==> src/logic/sbrg_pkg.sv <==
// Constants shared by the serial baud rate generator and its helpers.
// Assumes a single clock (the crystal clock) and an APB3 register port.
package sbrg_pkg;

  // ----------------------------------------------------------------
  // Register map
  // ----------------------------------------------------------------
  localparam logic [7:0] SBRG_CTRL_IDX = 8'h19;
  localparam logic [7:0] SBRG_CTRL_ADDR = {SBRG_CTRL_IDX[5:0], 2'b00};
  localparam logic [7:0] SBRG_CTRL_RESET = 8'h00;
  localparam logic [7:0] SBRG_CTRL_MASK = 8'h37;
  localparam int SBRG_PRE_LSB = 4;
  localparam int SBRG_RATE_LSB = 0;

  // ----------------------------------------------------------------
  // Divider chain divisors and terminal counts (divisor minus one)
  // ----------------------------------------------------------------
  localparam int SBRG_FIXED_DIV = 64;
  localparam int SBRG_OVS_DIV = 16;
  localparam logic [1:0] SBRG_FIX_TERM = 2'(SBRG_FIXED_DIV / SBRG_OVS_DIV - 1);
  localparam logic [3:0] SBRG_OVS_TERM = 4'(SBRG_OVS_DIV - 1);
  localparam logic [3:0] SBRG_PD1_TERM = 4'h0;
  localparam logic [3:0] SBRG_PD3_TERM = 4'h2;
  localparam logic [3:0] SBRG_PD4_TERM = 4'h3;
  localparam logic [3:0] SBRG_PD13_TERM = 4'hC;
  localparam logic [3:0] SBRG_PD_RESET = SBRG_PD1_TERM;
  localparam logic [6:0] SBRG_BD_RESET = 7'h00;

endpackage

==> src/logic/sbrg_modcnt.sv <==
// Modulo counter stage of the baud divider chain.
// Assumes term_i stays stable while counting; clr_i restarts the stage.
`timescale 1ns/1ns
module sbrg_modcnt
  import sbrg_pkg::*;
#(
  parameter int W = 4
) (
  input wire logic clk_i,
  input wire logic rst_i,
  input wire logic clr_i,
  input wire logic en_i,
  input wire logic [W-1:0] term_i,
  output logic wrap_o
);

  logic [W-1:0] cnt_q;
  logic [W-1:0] cnt_d;

  // Wrap on reaching term; >= keeps a lowered term from stranding the count
  assign wrap_o = en_i && (cnt_q >= term_i);

  // Next count
  always_comb begin
    cnt_d = cnt_q;
    if (clr_i) begin
      cnt_d = '0;
    end else if (wrap_o) begin
      cnt_d = '0;
    end else if (en_i) begin
      cnt_d = cnt_q + W'(1);
    end
  end

  // Count register
  always_ff @(posedge clk_i) begin
    if (rst_i) begin
      cnt_q <= '0;
    end else begin
      cnt_q <= cnt_d;
    end
  end

endmodule // sbrg_modcnt

==> src/logic/sbrg_divsel.sv <==
// Decoder from the control fields to terminal counts of the divider stages.
// Assumes the select fields come from the control register, same clock.
`timescale 1ns/1ns
module sbrg_divsel
  import sbrg_pkg::*;
(
  input wire logic clk_i,
  input wire logic rst_i,
  input wire logic [1:0] pre_sel_i,
  input wire logic [2:0] rate_sel_i,
  output logic [3:0] pd_term_o,
  output logic [6:0] bd_term_o
);

  logic [3:0] pd_d;
  logic [6:0] bd_d;

  // Prescale divisor 1/3/4/13, rate divisor a power of two
  always_comb begin
    unique case (pre_sel_i)
      2'b00: pd_d = SBRG_PD1_TERM;
      2'b01: pd_d = SBRG_PD3_TERM;
      2'b10: pd_d = SBRG_PD4_TERM;
      2'b11: pd_d = SBRG_PD13_TERM;
    endcase
    bd_d = 7'((8'h01 << rate_sel_i) - 8'h01);
  end

  // Registered so the decode never sits in the counter compare path
  always_ff @(posedge clk_i) begin
    if (rst_i) begin
      pd_term_o <= SBRG_PD_RESET;
      bd_term_o <= SBRG_BD_RESET;
    end else begin
      pd_term_o <= pd_d;
      bd_term_o <= bd_d;
    end
  end

endmodule // sbrg_divsel

==> src/logic/sbrg_top.sv <==
// Serial baud rate generator: APB control register and divider chain.
// Assumes MCLK_I is the crystal clock and the shift logic uses the ticks.
//
// The implementer's own choice: register access over APB.
`timescale 1ns/1ns
module sbrg_top
  import sbrg_pkg::*;
(
  input wire logic MCLK_I,
  input wire logic RST_I,
  input wire logic PSEL_I,
  input wire logic PENABLE_I,
  input wire logic PWRITE_I,
  input wire logic [7:0] PADDR_I,
  input wire logic [31:0] PWDATA_I,
  output logic [31:0] PRDATA_O,
  output logic PREADY_O,
  output logic PSLVERR_O,
  output logic RX_SAMPLE_TICK_O,
  output logic TX_BIT_TICK_O
);

  // ----------------------------------------------------------------
  // APB slave
  // ----------------------------------------------------------------
  logic [7:0] ctrl_q;
  logic [7:0] ctrl_d;
  logic pready_q;
  logic pready_d;
  logic pslverr_q;
  logic pslverr_d;
  logic [31:0] prdata_q;
  logic [31:0] prdata_d;
  logic hit;
  logic take;
  logic wr_take;

  assign hit = (PADDR_I == SBRG_CTRL_ADDR);
  // Transfer completes on the edge where pready is seen high
  assign take = PSEL_I && PENABLE_I && pready_q;
  assign wr_take = take && PWRITE_I && hit;

  // One wait state: pready rises one cycle into the access phase
  always_comb begin
    pready_d = PSEL_I && PENABLE_I && !pready_q;
    pslverr_d = PSEL_I && PENABLE_I && !pready_q && !hit;
    prdata_d = prdata_q;
    if (PSEL_I && PENABLE_I && !pready_q) begin
      prdata_d = (hit && !PWRITE_I) ? {24'h000000, ctrl_q} : 32'h00000000;
    end
    ctrl_d = ctrl_q;
    if (wr_take) begin
      ctrl_d = PWDATA_I[7:0] & SBRG_CTRL_MASK;
    end
  end

  // Bus and control registers; reserved bits held at zero
  always_ff @(posedge MCLK_I) begin
    if (RST_I) begin
      ctrl_q <= SBRG_CTRL_RESET;
      pready_q <= 1'b0;
      pslverr_q <= 1'b0;
      prdata_q <= 32'h00000000;
    end else begin
      ctrl_q <= ctrl_d;
      pready_q <= pready_d;
      pslverr_q <= pslverr_d;
      prdata_q <= prdata_d;
    end
  end

  assign PREADY_O = pready_q;
  assign PSLVERR_O = pslverr_q;
  assign PRDATA_O = prdata_q;

  // ----------------------------------------------------------------
  // Divider chain
  // ----------------------------------------------------------------
  logic [3:0] pd_term;
  logic [6:0] bd_term;
  logic fix_wrap;
  logic pd_wrap;
  logic bd_wrap;
  logic ovs_wrap;
  logic rx_tick_q;
  logic rx_tick_d;
  logic tx_tick_q;
  logic tx_tick_d;

  // Field decode to terminal counts
  sbrg_divsel u_divsel (
    .clk_i(MCLK_I),
    .rst_i(RST_I),
    .pre_sel_i(ctrl_q[SBRG_PRE_LSB +: 2]),
    .rate_sel_i(ctrl_q[SBRG_RATE_LSB +: 3]),
    .pd_term_o(pd_term),
    .bd_term_o(bd_term)
  );

  // Fixed divide by 4; with the 16x stage this makes the fixed 64
  sbrg_modcnt #(.W(2)) u_fix (
    .clk_i(MCLK_I),
    .rst_i(RST_I),
    .clr_i(wr_take),
    .en_i(1'b1),
    .term_i(SBRG_FIX_TERM),
    .wrap_o(fix_wrap)
  );

  // Prescale divisor stage
  sbrg_modcnt #(.W(4)) u_pd (
    .clk_i(MCLK_I),
    .rst_i(RST_I),
    .clr_i(wr_take),
    .en_i(fix_wrap),
    .term_i(pd_term),
    .wrap_o(pd_wrap)
  );

  // Rate divisor stage
  sbrg_modcnt #(.W(7)) u_bd (
    .clk_i(MCLK_I),
    .rst_i(RST_I),
    .clr_i(wr_take),
    .en_i(pd_wrap),
    .term_i(bd_term),
    .wrap_o(bd_wrap)
  );

  // Oversampling stage, 16 receive ticks to one bit time
  sbrg_modcnt #(.W(4)) u_ovs (
    .clk_i(MCLK_I),
    .rst_i(RST_I),
    .clr_i(wr_take),
    .en_i(bd_wrap),
    .term_i(SBRG_OVS_TERM),
    .wrap_o(ovs_wrap)
  );

  // Both ticks come from one chain, so rx and tx share one rate
  always_comb begin
    rx_tick_d = bd_wrap;
    tx_tick_d = ovs_wrap;
  end

  // Tick outputs registered; a write restarts the chain cleanly
  always_ff @(posedge MCLK_I) begin
    if (RST_I) begin
      rx_tick_q <= 1'b0;
      tx_tick_q <= 1'b0;
    end else begin
      rx_tick_q <= rx_tick_d;
      tx_tick_q <= tx_tick_d;
    end
  end

  assign RX_SAMPLE_TICK_O = rx_tick_q;
  assign TX_BIT_TICK_O = tx_tick_q;

  // ----------------------------------------------------------------
  // Assertions
  // ----------------------------------------------------------------
  logic [12:0] gap_q;
  logic gap_ok_q;
  logic [4:0] rxn_q;
  logic rxn_ok_q;

  // Independent reference for the prescale divisor, used for the rx tick period
  function automatic int exp_pd(input logic [1:0] s);
    int r;
    r = 1;
    unique case (s)
      2'b00: r = 1;
      2'b01: r = 3;
      2'b10: r = 4;
      2'b11: r = 13;
    endcase
    return r;
  endfunction

  // Gap between rx ticks, rx ticks between tx ticks; reset by writes
  always_ff @(posedge MCLK_I) begin
    if (RST_I || wr_take) begin
      gap_q <= 13'h0000;
      gap_ok_q <= 1'b0;
      rxn_q <= 5'h00;
      rxn_ok_q <= 1'b0;
    end else begin
      gap_q <= rx_tick_q ? 13'h0000 : gap_q + 13'h0001;
      gap_ok_q <= gap_ok_q || rx_tick_q;
      if (tx_tick_q) begin
        rxn_q <= 5'h00;
        rxn_ok_q <= 1'b1;
      end else if (rx_tick_q) begin
        rxn_q <= rxn_q + 5'h01;
      end
    end
  end

  property p_tx_in_rx;
    @(posedge MCLK_I) disable iff (RST_I)
      TX_BIT_TICK_O |-> RX_SAMPLE_TICK_O;
  endproperty
  a_tx_in_rx: assert property (p_tx_in_rx)
    else $error("tx tick without rx tick");

  property p_pd_decode;
    @(posedge MCLK_I) disable iff (RST_I)
      $stable(ctrl_q) |-> (32'(pd_term) + 1 == exp_pd(ctrl_q[5:4]));
  endproperty
  a_pd_decode: assert property (p_pd_decode)
    else $error("prescale divisor decode wrong");

  property p_bd_decode;
    @(posedge MCLK_I) disable iff (RST_I)
      $stable(ctrl_q) |-> (32'(bd_term) + 1 == (1 << ctrl_q[2:0]));
  endproperty
  a_bd_decode: assert property (p_bd_decode)
    else $error("rate divisor decode wrong");

  property p_rx_period;
    @(posedge MCLK_I) disable iff (RST_I)
      (RX_SAMPLE_TICK_O && gap_ok_q) |->
        (32'(gap_q) + 1 == 4 * exp_pd(ctrl_q[5:4]) * (1 << ctrl_q[2:0]));
  endproperty
  a_rx_period: assert property (p_rx_period)
    else $error("rx tick period does not match divisors");

  property p_reset_clear;
    @(posedge MCLK_I) disable iff (RST_I)
      $fell(RST_I) |-> (ctrl_q == 8'h00) ##2 (ctrl_q == 8'h00 || $past(wr_take));
  endproperty
  a_reset_clear: assert property (p_reset_clear)
    else $error("control not cleared by reset");

  property p_write_read;
    @(posedge MCLK_I) disable iff (RST_I)
      wr_take |=> (ctrl_q == ($past(PWDATA_I[7:0]) & 8'h37));
  endproperty
  a_write_read: assert property (p_write_read)
    else $error("written fields not held");

  property p_sixteen;
    @(posedge MCLK_I) disable iff (RST_I)
      (TX_BIT_TICK_O && rxn_ok_q) |-> (rxn_q == 5'h0F);
  endproperty
  a_sixteen: assert property (p_sixteen)
    else $error("tx tick not every sixteenth rx tick");

  // Bus side: one wait state, one-cycle answer, refused places left alone
  property p_one_wait;
    @(posedge MCLK_I) disable iff (RST_I)
      (PSEL_I && $rose(PENABLE_I)) |=> PREADY_O;
  endproperty
  a_one_wait: assert property (p_one_wait)
    else $error("ready not one cycle into the access phase");

  property p_ready_pulse;
    @(posedge MCLK_I) disable iff (RST_I)
      PREADY_O |=> !PREADY_O;
  endproperty
  a_ready_pulse: assert property (p_ready_pulse)
    else $error("ready held longer than one cycle");

  property p_read_field;
    @(posedge MCLK_I) disable iff (RST_I)
      (take && !PWRITE_I && hit) |-> (PRDATA_O == {24'h000000, ctrl_q});
  endproperty
  a_read_field: assert property (p_read_field)
    else $error("read data differs from control fields");

  property p_refused;
    @(posedge MCLK_I) disable iff (RST_I)
      (take && !hit) |-> (PSLVERR_O && PRDATA_O == 32'h00000000) ##1 $stable(ctrl_q);
  endproperty
  a_refused: assert property (p_refused)
    else $error("unmapped access not refused");

  // Reserved bits can never hold a one, whatever software writes
  property p_reserved;
    @(posedge MCLK_I) disable iff (RST_I)
      (ctrl_q & ~SBRG_CTRL_MASK) == 8'h00;
  endproperty
  a_reserved: assert property (p_reserved)
    else $error("reserved control bit set");

  // Shortest rx period is four cycles, so a tick never lasts two
  property p_rx_short;
    @(posedge MCLK_I) disable iff (RST_I)
      RX_SAMPLE_TICK_O |=> !RX_SAMPLE_TICK_O;
  endproperty
  a_rx_short: assert property (p_rx_short)
    else $error("rx tick longer than one cycle");

  cover property (@(posedge MCLK_I) disable iff (RST_I) wr_take);
  cover property (@(posedge MCLK_I) disable iff (RST_I) TX_BIT_TICK_O && rxn_ok_q);
  cover property (@(posedge MCLK_I) disable iff (RST_I)
    RX_SAMPLE_TICK_O && gap_ok_q && ctrl_q[5:4] == 2'b11);
  cover property (@(posedge MCLK_I) disable iff (RST_I) PSLVERR_O);

endmodule // sbrg_top

==> config.mk <==
export PLATFORM = sky130hd
export DESIGN_NAME = sbrg_top
export DESIGN_NICKNAME = d
export VERILOG_FILES = /design/src/logic/sbrg_pkg.sv /design/src/logic/sbrg_modcnt.sv /design/src/logic/sbrg_divsel.sv /design/src/logic/sbrg_top.sv
export SDC_FILE = /design/constraint.sdc
export NUM_CORES = 1
export LEC_CHECK = 0
export ABC_AREA = 1
export ABC_CLOCK_PERIOD_IN_PS = 3900
export BUFFER_PORTS_ARGS = -buffer_cell sky130_fd_sc_hd__buf_2
export CAP_MARGIN = 20
export CORE_ASPECT_RATIO = 1.4
export CORE_UTILIZATION = 53
export DETAILED_ROUTE_END_ITERATION = 10
export GPL_ROUTABILITY_DRIVEN = 0
export PLACE_DENSITY = 0.85
export SLEW_MARGIN = 20
export SYNTH_ARGS = -nofsm -noshare
export SYNTH_HDL_FRONTEND = slang
export SYNTH_SLANG_ARGS = --single-unit
==> constraint.sdc <==
create_clock -name MCLK_I -period 3.9 [get_ports MCLK_I]
set_clock_uncertainty 0.15 [all_clocks]
set_input_delay 0.39 -clock MCLK_I [delete_from_list [all_inputs] [get_ports MCLK_I]]
set_output_delay 0.39 -clock MCLK_I [all_outputs]
set_load 0.02 [all_outputs]
==> impl_metrics.yaml <==
timing:
  max_freq_mhz: 554
  hold_viol: 0
  post-route-period-util_pct: 46.3
  maxSlewViolCount: 0
  hold_ws_ns: 0.224
  setup_viol: 0
  fin_crit_ns: 1.81
  rsz0062_at_grt: "no"
  setup_tns_ns: 0
pwr:
  seq_power_share_pct: 50.4
  swShare_pct: 23.3
  peakVddDrop_v: 0.000332
  internal_power_mw: 0.652
  clockPowerShare_pct: 40.8
  power.density_nw_per_um2: 364
  combinationalPowerShare_pct: 8.8
  p_leak_nw: 1.07
  p_switching_mw: 0.198
synthesis:
  ys_ff_latch: 41
  syn_area_um2: 2160
  ys_top_cells_by_area: "dfxtp_1 (38%), ha_1 (9.8%), buf_4 (9.7%)"
  yosys.area.top_type: "dfxtp_1"
  synth_cells: 274
  avgSynthCellArea_um2: 7.89
  synth_cell_types: 27
  synth_warnings: 0
  synth.top_cell.area_share_pct: 38.0
  yosysSeqAreaShare_pct: 38.0
clock_network:
  clk_pin_slew_ns: 0.08
  htreeDepth: 2
  numCtsBuffers: 5
  insertion_delay_ns: 0.28
  post-cts-setup-buffers: 0
  cts_max_path_buffers: 2
  cts_hold_buf: 0
  cts_tree: "yes"
  cts_root_buf: "clkbuf_8"
  clock_sinks: 41
  cts_resized: 0
min_path:
  holdCritPathClass: "input port to register"
finish:
  utilization_pct: 59.5
  final_cells: 346
  nFillCells: 339
  nets: 364
  areaGrowthSynthToFinish_pct: 7.81
  n_antenna_cell: 0
  drive_above_1_share_pct: 16.5
setup_path:
  crit_type: "register to register"
  r2r_cells: 8
  r2r-end: "u_bd.cnt_q[4]$_SDFFE_PP0P_"
  r2r-start: "u_bd.cnt_q[2]$_SDFFE_PP0P_"
  r2r_slack_ns: 2.09
  critPathCaptureType: "register"
  setup.worst_path.end: "u_bd.cnt_q[4]$_SDFFE_PP0P_"
  setup.worst_path.start: "u_bd.cnt_q[2]$_SDFFE_PP0P_"
  crit_arrival_ns: 1.87
  critPathLaunchType: "register"
  cp_max_fo: 7
  cp.required_ns: 3.97
global_routing:
  antenna_found_initial: 0
  grt_max_degree: 18
  grt_pass1_vias: 1670
  gr-total-overflow: 0
  grt_pass1_wl_um: 6760
  grt_usage_pct: 19.5
route:
  wire_per_inst_um: 11.2
  detail-route-antenna-nets: 0
  routed_wl_um: 3870
  viasPerCell: 4.91
  drt_pass1_iterations: 5
  drtIter0Drc: 37
  via_count: 1700
  drc: 0
die:
  rows: 27
  initial_utilization_pct: 55.2
  die_area_um2: 4340
  die_w_um: 56.0
  fp.dieH_um: 77.6
  ios: 81
  coreArea_um2: 3920
run_status:
  status: "finished, final reports clean"
placed_design:
  placed_cells: 338
  hpwl_um: 3020
  port_buffers: 26
flow_run:
  max_cap_viol_count: 0
-- cells by family after synthesis --
family | synth area share, %
buffers and inverters | 16.8
AO/OA/AOI/OAI | 7.87
XOR/XNOR | 2.43
other | 0.173
multiplexers | 0.463
flip-flops | 38.0
AND/OR/NAND/NOR | 24.5
adder cells (fa/ha/maj) | 9.84
-- final cells by class --
class	instances	area, um^2	share of cell area [%]
multi-input cells	193	1080	46.2
flip-flops and latches	41	821	35.2
inverters	35	134	5.74
repair buffers	26	130	5.58
clock buffers	7	86.3	3.70
well taps	43	53.8	2.31
clock inverters	1	30.0	1.29
-- metrics by stage --
stage	setup WS (ns)	power (mW)	area, um^2
6_report	2.09	0.850	2330
5_1_grt	1.95	0.883	2330
4_1_cts	2.09	0.858	2330
3_5_place_dp	2.11	0.512	2210
3_3_place_gp	2.19	0.510	2210
2_1_floorplan	2.32	0.517	2260
-- routing by layer --
layer  GRT usage (%)  wire length (um)
met4            7.56                52
met1            18.0              1470
met5               0                 0
met2            40.1              2200
met3            3.50               158
-- sequential cells by signal, indices dropped and copies added, names as in the netlist --
signal / flops
u_pd.cnt_q: 4
u_fix.cnt_q: 2
RX_SAMPLE_TICK_O: 1
u_ovs.cnt_q: 4
PSLVERR_O: 1
TX_BIT_TICK_O: 1
ctrl_q: 5
u_divsel.bd_term_o: 7
u_bd.cnt_q: 7
PREADY_O: 1
PRDATA_O: 5
u_divsel.pd_term_o: 3
-- power by group through the flow --
stage,Combinational [mW],Clock (mW),Sequential [mW]
CTS,0.0741,0.356,0.428
finish,0.0747,0.346,0.428
detailed placement,0.0736,0,0.438
global route,0.0827,0.371,0.429
global placement,0.0721,0,0.438
floorplan,0.0782,0,0.439
-- cell usage after synthesis, drive strengths merged --
master	number
dfxtp	41
nor3	6
nor2	21
nand4	6
nor3b	1
ha	17
a21oi	26
mux2i	1
xnor2	2
o21ai	5
nand2	55
xor2	4
nand3b	3
conb	1
or2	1
clkbuf	2
buf	29
inv	35
nand3	18
-- cells in the final DEF, fill, tap and decap left out --
cell and instances:
nand2_1 49, dfxtp_1 41, inv_1 33, conb_1 27
buf_2 26, a21oi_1 22, nor2_1 21, ha_1 17
nand3_1 16, nand4_1 6, clkbuf_8 6, o21ai_0 5
a21oi_2 4, nor3_1 4, xor2_1 4, nand2_2 3
nand2_4 3, nand3b_1 3, nand3_2 2, nor3_2 2
xnor2_1 2, or2_2 1, inv_2 1, mux2i_1 1
inv_4 1, nor3b_1 1, bufinv_16 1, clkbuf_1 1
-- worst min-delay path by stage --
stage	endpoint	start	cells past startpoint
finish	ctrl_q[1]$_SDFFE_PP0P_	PWDATA_I[1]	3
global route	ctrl_q[1]$_SDFFE_PP0P_	PWDATA_I[1]	3
CTS	ctrl_q[1]$_SDFFE_PP0P_	PWDATA_I[1]	3
detailed placement	u_fix.cnt_q[0]$_SDFF_PP0_	u_fix.cnt_q[0]$_SDFF_PP0_	1
global placement	u_fix.cnt_q[0]$_SDFF_PP0_	u_fix.cnt_q[0]$_SDFF_PP0_	1
floorplan	u_fix.cnt_q[0]$_SDFF_PP0_	u_fix.cnt_q[0]$_SDFF_PP0_	1
-- worst max-delay path, stage by stage, from the launching register on --
cell and delay [ns]:
dfxtp_1 0.45, ha_1 0.30, a21oi_1 0.14, nand2_1 0.07, nand2_1 0.07, nand3_2 0.16
nand2_4 0.16, nand2_4 0.09, a21oi_1 0.13
No activity file was read; power rests on OpenSTA's default activity.
